<file path="config.mk">
export PLATFORM = sky130hd
export DESIGN_NAME = wake_smi_regs
export DESIGN_NICKNAME = d
export VERILOG_FILES = /design/src/wake_smi_pkg.sv /design/src/wake_smi_regs.sv
export SDC_FILE = /design/constraint.sdc
export NUM_CORES = 1
export LEC_CHECK = 0
export ABC_AREA = 0
export BUFFER_PORTS_ARGS = -buffer_cell sky130_fd_sc_hd__buf_2
export CAP_MARGIN = 15
export CORE_MARGIN = 5
export CORE_UTILIZATION = 48
export DETAILED_ROUTE_END_ITERATION = 16
export HOLD_SLACK_MARGIN = 0.02
export PLACE_DENSITY = 0.75
export SLEW_MARGIN = 10
export SYNTH_ARGS = -nofsm -noshare
export SYNTH_HDL_FRONTEND = slang
export SYNTH_SLANG_ARGS = --single-unit
</file>
<file path="constraint.sdc">
create_clock -name core_clk -period 1.6 [get_ports core_clk]
set_input_delay 0.24 -clock core_clk [delete_from_list [all_inputs] [get_ports core_clk]]
set_output_delay 0.24 -clock core_clk [all_outputs]
set_load 0.1 [all_outputs]
</file>
<file path="src/wake_smi_pkg.sv">
package wake_smi_pkg;

   // Register indices; byte address is four times the index
   localparam logic [5:0] IDX_WAKE_STS_B  = 6'h05;
   localparam logic [5:0] IDX_WAKE_STS_C  = 6'h06;
   localparam logic [5:0] IDX_WAKE_STS_D  = 6'h07;
   localparam logic [5:0] IDX_WAKE_STS_E  = 6'h08;
   localparam logic [5:0] IDX_WAKE_EN_B   = 6'h0b;
   localparam logic [5:0] IDX_WAKE_EN_C   = 6'h0c;
   localparam logic [5:0] IDX_WAKE_EN_D   = 6'h0d;
   localparam logic [5:0] IDX_WAKE_EN_E   = 6'h0e;
   localparam logic [5:0] IDX_RSVD_ZERO   = 6'h0f;
   localparam logic [5:0] IDX_SMI_STS     = 6'h10;
   localparam logic [5:0] IDX_CONTROL     = 6'h20;
   localparam logic [5:0] IDX_IRQ_STATUS  = 6'h21;
   localparam logic [5:0] IDX_IRQ_ENABLE  = 6'h22;
   localparam logic [5:0] IDX_IRQ_CLEAR   = 6'h23;

   // Control register fields
   localparam int CTL_GLOBAL_WAKE_BIT     = 0;
   localparam int CTL_PP_ACTIVATE_BIT     = 1;

   // Grouped SMI wake source position in group c
   localparam int GROUPED_SMI_BIT         = 3;

   // SMI status field positions
   localparam int SMI_PARALLEL_BIT        = 1;
   localparam int SMI_SERIAL_TWO_BIT      = 2;
   localparam int SMI_SERIAL_ONE_BIT      = 3;
   localparam int SMI_FLOPPY_BIT          = 4;
   localparam int SMI_MIDI_BIT            = 5;

   // Interrupt status layout
   localparam int IRQ_WAKE_BIT            = 0;
   localparam int IRQ_WIDTH               = 6;

   // Reset values
   localparam logic [7:0] WAKE_EN_RESET   = 8'h00;
   localparam logic [7:0] WAKE_STS_RESET  = 8'h00;
   localparam logic [7:0] SMI_STS_RESET   = 8'h02;
   localparam logic [7:0] CONTROL_RESET   = 8'h00;
   localparam logic [5:0] IRQ_RESET       = 6'h00;

endpackage

</file>
<file path="src/wake_smi_regs.sv">
`timescale 1ns/100ps
// Functional notes
// - Wake output low when source enable, status and global enable are all one.
// - Disabled source still records status but never drives wake output.
// - Wake enables clear only on standby power-on reset, survive other resets.
// - Group b enable register holds pins 10..17 in bits 0..7, read-write.
// - Group c holds pins 20,21,22,24..27; bit 3 enables grouped SMI wake.
// - Group d maps pins 30,31,32,33,41,43,60,61 to bits 0..7.
// - Group e maps pins 50..57 to bits 0..7, read-write.
// - Offset 0f is reserved and always reads zero.
// - SMI status resets to 02; bit 1 set by every reset kind.
// - SMI status follows sources; writes never clear it.
// - Parallel flag reads one until port activated, then follows acknowledge input.
// - SMI bits 2..5 report serial two, serial one, floppy, MIDI; bits 0, 6, 7 reserved.
// - Wake status sets on source event regardless of any enable.
// - Writing one clears a wake status bit; zero leaves it.
module wake_smi_regs
   import wake_smi_pkg::*;
(
   // Clock and standby power-on reset
   input  wire logic        core_clk,
   input  wire logic        rst_n,
   // Other reset kinds, one-cycle pulses from local logic
   input  wire logic        main_power_reset,
   input  wire logic        soft_reset,
   input  wire logic        hard_reset,
   // AHB-Lite slave
   input  wire logic        hsel,
   input  wire logic [31:0] haddr,
   input  wire logic [1:0]  htrans,
   input  wire logic        hwrite,
   input  wire logic [2:0]  hsize,
   input  wire logic [31:0] hwdata,
   input  wire logic        hready,
   output logic             hreadyout,
   output logic             hresp,
   output logic [31:0]      hrdata,
   // Wake source pins, asynchronous
   input  wire logic [7:0]  wake_pins_b,
   input  wire logic [7:0]  wake_pins_c,
   input  wire logic [7:0]  wake_pins_d,
   input  wire logic [7:0]  wake_pins_e,
   input  wire logic        printer_acknowledge_in,
   // Device interrupt levels, local logic
   input  wire logic        grouped_smi_in,
   input  wire logic        serial_two_irq,
   input  wire logic        serial_one_irq,
   input  wire logic        floppy_irq,
   input  wire logic        midi_unit_irq,
   // Outputs
   output logic             wake_event_out_n,
   output logic             irq
);

   logic [31:0]          pins_meta_q;
   logic [31:0]          pins_sync_q;
   logic                 ack_meta_q;
   logic                 ack_sync_q;
   logic [31:0]          wake_src;
   logic [7:0]           wake_en_q [4];
   logic [7:0]           wake_sts_q [4];
   logic [7:0]           smi_sts_q;
   logic [7:0]           smi_prev_q;
   logic [7:0]           control_q;
   logic [IRQ_WIDTH-1:0] irq_sts_q;
   logic [IRQ_WIDTH-1:0] irq_en_q;
   logic [IRQ_WIDTH-1:0] irq_events;
   logic                 wake_active;
   logic                 wake_active_q;
   logic                 any_reset;
   logic                 wr_pend_q;
   logic [5:0]           wr_idx_q;
   logic                 addr_take;
   logic [5:0]           addr_idx;
   logic                 wr_now;
   logic [31:0]          rd_d;
   logic [31:0]          hrdata_q;

   assign any_reset = main_power_reset | soft_reset | hard_reset;
   assign addr_take = hsel & htrans[1] & hready;
   assign addr_idx  = haddr[7:2];
   assign wr_now    = wr_pend_q;

   // Zero wait state, always OKAY
   assign hreadyout = 1'b1;
   assign hresp     = 1'b0;
   assign hrdata    = hrdata_q;

   // Pins pass two flops before use
   always_ff @(posedge core_clk or negedge rst_n)
   begin
      if (!rst_n)
      begin
         pins_meta_q <= 32'h0000_0000;
         pins_sync_q <= 32'h0000_0000;
      end
      else
      begin
         pins_meta_q <= {wake_pins_e, wake_pins_d, wake_pins_c, wake_pins_b};
         pins_sync_q <= pins_meta_q;
      end
   end

   // Acknowledge idles high; reset to it so no false low follows reset
   always_ff @(posedge core_clk or negedge rst_n)
   begin
      if (!rst_n)
      begin
         ack_meta_q <= 1'b1;
         ack_sync_q <= 1'b1;
      end
      else
      begin
         ack_meta_q <= printer_acknowledge_in;
         ack_sync_q <= ack_meta_q;
      end
   end

   always_comb
   begin
      wake_src = pins_sync_q;
      wake_src[8 + GROUPED_SMI_BIT] = grouped_smi_in;
   end

   // Write data arrives one cycle after the address phase
   always_ff @(posedge core_clk or negedge rst_n)
   begin
      if (!rst_n)
      begin
         wr_pend_q <= 1'b0;
         wr_idx_q  <= 6'h00;
      end
      else
      begin
         wr_pend_q <= addr_take & hwrite;
         wr_idx_q  <= addr_idx;
      end
   end

   always_ff @(posedge core_clk or negedge rst_n)
   begin
      if (!rst_n)
      begin
         for (int g = 0; g < 4; g++)
         begin
            wake_en_q[g] <= WAKE_EN_RESET;
         end
      end
      else
      begin
         for (int g = 0; g < 4; g++)
         begin
            if (wr_now && wr_idx_q == IDX_WAKE_EN_B + 6'(g))
            begin
               wake_en_q[g] <= hwdata[7:0];
            end
         end
      end
   end

   // write one to clear, set wins
   always_ff @(posedge core_clk or negedge rst_n)
   begin
      if (!rst_n)
      begin
         for (int g = 0; g < 4; g++)
         begin
            wake_sts_q[g] <= WAKE_STS_RESET;
         end
      end
      else
      begin
         for (int g = 0; g < 4; g++)
         begin
            if (wr_now && wr_idx_q == IDX_WAKE_STS_B + 6'(g))
            begin
               wake_sts_q[g] <= (wake_sts_q[g] & ~hwdata[7:0]) | wake_src[g*8 +: 8];
            end
            else
            begin
               wake_sts_q[g] <= wake_sts_q[g] | wake_src[g*8 +: 8];
            end
         end
      end
   end

   // Control: global wake enable and parallel port activate
   always_ff @(posedge core_clk or negedge rst_n)
   begin
      if (!rst_n)
      begin
         control_q <= CONTROL_RESET;
      end
      else if (any_reset)
      begin
         control_q <= CONTROL_RESET;
      end
      else if (wr_now && wr_idx_q == IDX_CONTROL)
      begin
         control_q <= {6'h00, hwdata[1:0]};
      end
   end

   always_comb
   begin
      wake_active = 1'b0;
      for (int g = 0; g < 4; g++)
      begin
         wake_active = wake_active | (|(wake_en_q[g] & wake_sts_q[g]));
      end
      wake_active = wake_active & control_q[CTL_GLOBAL_WAKE_BIT];
   end

   // Previous gated term, for the interrupt edge
   always_ff @(posedge core_clk or negedge rst_n)
   begin
      if (!rst_n)
      begin
         wake_active_q <= 1'b0;
      end
      else
      begin
         wake_active_q <= wake_active;
      end
   end

   // Registered so the pin never glitches
   always_ff @(posedge core_clk or negedge rst_n)
   begin
      if (!rst_n)
      begin
         wake_event_out_n <= 1'b1;
      end
      else
      begin
         wake_event_out_n <= ~wake_active;
      end
   end

   always_ff @(posedge core_clk or negedge rst_n)
   begin
      if (!rst_n)
      begin
         smi_sts_q <= SMI_STS_RESET;
      end
      else
      begin
         smi_sts_q <= 8'h00;
         if (any_reset || !control_q[CTL_PP_ACTIVATE_BIT])
         begin
            smi_sts_q[SMI_PARALLEL_BIT] <= 1'b1;
         end
         else
         begin
            smi_sts_q[SMI_PARALLEL_BIT] <= ack_sync_q;
         end
         smi_sts_q[SMI_SERIAL_TWO_BIT] <= serial_two_irq;
         smi_sts_q[SMI_SERIAL_ONE_BIT] <= serial_one_irq;
         smi_sts_q[SMI_FLOPPY_BIT]     <= floppy_irq;
         smi_sts_q[SMI_MIDI_BIT]       <= midi_unit_irq;
      end
   end

   always_ff @(posedge core_clk or negedge rst_n)
   begin
      if (!rst_n)
      begin
         smi_prev_q <= SMI_STS_RESET;
      end
      else
      begin
         smi_prev_q <= smi_sts_q;
      end
   end

   // Rising edges: wake output and each device flag
   always_comb
   begin
      irq_events = {smi_sts_q[SMI_MIDI_BIT:SMI_PARALLEL_BIT]
                    & ~smi_prev_q[SMI_MIDI_BIT:SMI_PARALLEL_BIT],
                    wake_active & ~wake_active_q};
   end

   // Sticky status, event beats a clear in the same cycle
   always_ff @(posedge core_clk or negedge rst_n)
   begin
      if (!rst_n)
      begin
         irq_sts_q <= IRQ_RESET;
      end
      else if (wr_now && wr_idx_q == IDX_IRQ_CLEAR)
      begin
         irq_sts_q <= (irq_sts_q & ~hwdata[IRQ_WIDTH-1:0]) | irq_events;
      end
      else
      begin
         irq_sts_q <= irq_sts_q | irq_events;
      end
   end

   always_ff @(posedge core_clk or negedge rst_n)
   begin
      if (!rst_n)
      begin
         irq_en_q <= IRQ_RESET;
      end
      else if (wr_now && wr_idx_q == IDX_IRQ_ENABLE)
      begin
         irq_en_q <= hwdata[IRQ_WIDTH-1:0];
      end
   end

   always_ff @(posedge core_clk or negedge rst_n)
   begin
      if (!rst_n)
      begin
         irq <= 1'b0;
      end
      else
      begin
         irq <= |(irq_sts_q & irq_en_q);
      end
   end

   // Read mux; and unmapped return zero
   always_comb
   begin
      rd_d = 32'h0000_0000;
      unique case (addr_idx)
         IDX_WAKE_STS_B: rd_d[7:0] = wake_sts_q[0];
         IDX_WAKE_STS_C: rd_d[7:0] = wake_sts_q[1];
         IDX_WAKE_STS_D: rd_d[7:0] = wake_sts_q[2];
         IDX_WAKE_STS_E: rd_d[7:0] = wake_sts_q[3];
         IDX_WAKE_EN_B:  rd_d[7:0] = wake_en_q[0];
         IDX_WAKE_EN_C:  rd_d[7:0] = wake_en_q[1];
         IDX_WAKE_EN_D:  rd_d[7:0] = wake_en_q[2];
         IDX_WAKE_EN_E:  rd_d[7:0] = wake_en_q[3];
         IDX_RSVD_ZERO:  rd_d = 32'h0000_0000;
         IDX_SMI_STS:    rd_d[7:0] = smi_sts_q;
         IDX_CONTROL:    rd_d[7:0] = control_q;
         IDX_IRQ_STATUS: rd_d[IRQ_WIDTH-1:0] = irq_sts_q;
         IDX_IRQ_ENABLE: rd_d[IRQ_WIDTH-1:0] = irq_en_q;
         default:        rd_d = 32'h0000_0000;
      endcase
   end

   // Sampled at the address phase, stands through the data phase
   always_ff @(posedge core_clk or negedge rst_n)
   begin
      if (!rst_n)
      begin
         hrdata_q <= 32'h0000_0000;
      end
      else if (addr_take && !hwrite)
      begin
         hrdata_q <= rd_d;
      end
   end

endmodule // wake_smi_regs
</file>
==> run metrics <==
status=complete, but fails checks; violated checks=negative setup slack; post-synth top area share=63.0%; vias in the first global route=4962; Max Root-Sink Buffers=2; Root Driver=clkbuf_16; endpoints failing setup=34; cell count after synthesis=500; CP top delay family=simple AND/OR/NAND/NOR gates; post-synthesis mux area share=7.46%; placed inst area=7470 sq um; post-route setup slack=-0.0496 ns; ranking of synthesized cells by area=dfrtp_1 63%, mux2_2 6.7%, a22oi_1 4.6%, a21o_1 3.7%, nand2_1 3.2%; startpoint types=register; Buffers on Ports=69; worst path cell trace=nor3b_4 -> buf_4 -> nand3_4 -> nor2_4 -> buf_12 -> mux2_4; Tcrit/Tclk final=103%; post-synthesis async set-or-reset flop share=100%; starting density of the core=between 40 and 50%; max cap viols=0; CP Capture Type=register; Critical Path Max Stage Delay=roughly 0.41 ns; met2 global-route usage=34.6%; Final Slew Violations=0; WP data required=around 1.9 ns; Pwr Total=9650 uW; first-pass GRT wire length=26600 microns; initial antenna violation count=0; FP Rows=42; Worst Path Max Fanout=8; cell taking the most area after synthesis=dfrtp_1; HP Start=haddr[2]; Simple-Gate Fraction of Synth Area=9.91%; Post-synth EDFFs=0; Vias=4809; hold endpoint=wr_idx_q[0]; Adder-Cell Fraction of Synth Area=0%; endpoints failing hold=0; Clock Sinks=170; Place WS=-0.193 ns; main combinational cell family by area after synthesis=compound AO/OA/AOI/OAI gates; number of H-tree levels=4; Num CTS Buffers=17; DIE AREA=approximately 16000 sq um; global route overflow=0; num ports=151; Post-Syn Area=6550 sq um; critical path class=reg2reg; final instance area=8750 sq um; xor/xnor share of the synthesized area=0%; met1 Track Usage GR=around 28%; Netlist cell types=49; Fin Clk Skew=0.00648 ns; worst min-delay path category=in2reg; reg2reg end=wake_en_q[27]; largest net degree at the start of global routing=47; number of synthesized register bits=170; Arr. time, crit path=1.96 ns; RSZ-0062 raised after global routing=yes; met3 usage=6.56%; Synth Area in Compound Gates=approximately an eighth; syn_area_per_cell=about 13 sq um; n_diodes=0; Syn. warnings=0; core area=13300 sq um; vias per std cell=5.59; worst r2r path cells=6; drt drc=0; static leakage=0.00384 uW; share of layout cells above drive strength 1=34.7%; GRT busiest layer=met2; die height=127 microns; worst skew pair latency=0.43 ns; CTS tree=built; FMAX=0.606 GHz; Area Overhead vs Synth=33.5%; Die X=127 microns; crit path buf inv count=2; Worst R2R Start=wr_idx_q[4]; Final Critical Period=1.65 ns; Main synth FF type=dfrtp_1; routed len/inst=19.6 microns; Routed Antenna Nets=0; GRT Util Overall=~22%; power per cell area=1100 nW/um^2; HPWL Detailed=11400 microns; starting DRC count in detailed routing=429; routability cong.=0.904; Hold Crit Depth=1; Peak supply drop=0.00122 V; Slowest cell on crit path=dfrtp_1; register area share after synthesis=between 60 and 70%; Pre-Repair DR Iteration Count=6; r2r setup slk=-0.05 ns; Routed WL=16800 microns; clk slew on worst S/H paths=0.07 ns; fin nets=787
## routing by layer
layer | part of all wire, % | vias to the layer above
met1 | 41 | 2459
li1 | - | 2101
met4 | 1.8 | 0
met2 | 49 | 224
met5 | 0 | -
met3 | 8.1 | 25
## stage by stage
stage          hold slack (ns)  TNS, ns  std cells  util (%)
4_1_cts                 0.0238   -0.301        855      64.4
2_1_floorplan          -0.0556   -0.635        524         -
3_3_place_gp             0.189    -1.52        785      56.2
3_5_place_dp             0.196    -2.87        785      56.2
5_1_grt                 0.0329    -4.47        861      65.8
6_report                0.0408   -0.788        861      65.8
## power breakdown
part / internal [uW] / total [uW] / switching [uW]
Clock: 2530 / 4330 / 1810
Sequential: 4430 / 4510 / 75.2
Combinational: 256 / 816 / 559
## synthesized netlist by cell type (all sizes together) (2+ instances only)
cell type	n
a21o	32
inv	7
nor3b	3
mux2	39
nand2	56
or4b	3
nand3b	3
clkbuf	6
and3	5
nand4	8
a211oi	2
nand2b	5
nor2	19
nor3	9
a21boi	4
a32oi	3
a21oi	5
dfstp	5
nand3	8
dfrtp	165
a22o	10
buf	35
mux2i	5
a22oi	40
a222oi	2
a221oi	5
a2bb2oi	2
conb	2
## how the worst max path moves through the flow
stage | from | endpoint | slack (ns) | cells after the start
floorplan | haddr[4] | hrdata[0] | -0.04 | 7
global placement | haddr[6] | hrdata[3] | -0.18 | 7
detailed placement | haddr[6] | hrdata[6] | -0.19 | 8
CTS | wr_idx_q[5] | wake_en_q[7] | -0.03 | 5
global route | wr_idx_q[4] | wake_en_q[4] | -0.1 | 5
finish | wr_idx_q[4] | wake_en_q[27] | -0.05 | 6
## repair_timing
item / in CTS / in global routing
setup endpoints to repair: 44 / 72
endpoints found under the hold margin: 76 / 0
buffers inserted: 0 / 6
gates resized for setup: 23 / 36
pin swaps: 4 / 22
hold buffers: 38 / 0
## layout by cell type (no fill, tap or decap), types with 8 or more instances in the layout
master	count
mux2_2	8
nor2_1	11
a21o_1	32
nand2_2	8
conb_1	26
dlygate4sd3_1	38
buf_2	67
a22o_1	10
nand2_1	48
dfrtp_1	165
nand4_1	8
clkbuf_16	17
buf_4	53
mux2_4	31
a22oi_1	35
## layout make-up
cell class                      instances  area (sq um)
Sequential cell                       170          4260
Multi-Input combinational cell        306          2320
Clock inverter                         15           200
Tap cell                              176           220
Clock buffer                           17           425
Timing Repair Buffer                  170          1300
Fill cell                             980          4550
Inverter                                7          26.3
## sequential cells by signal, indices dropped and copies added, names as in the netlist
signal / cells
irq_sts_q: 6
irq: 1
ack_sync_q: 1
wake_event_out_n: 1
wake_en_q: 32
irq_en_q: 6
wake_sts_q: 32
wr_now: 1
wake_active_q: 1
wr_idx_q: 6
pins_sync_q: 31
smi_prev_q: 5
hrdata: 8
ack_meta_q: 1
control_q: 2
smi_sts_q: 5
pins_meta_q: 31
## kinds of logic after synthesis
logic type	count (synthesis)
flip-flops	170
AND/OR/NAND/NOR	124
AO/OA/AOI/OAI	112
buffers and inverters	48
multiplexers	44
other	2
Power figures use the tool's default switching activity.
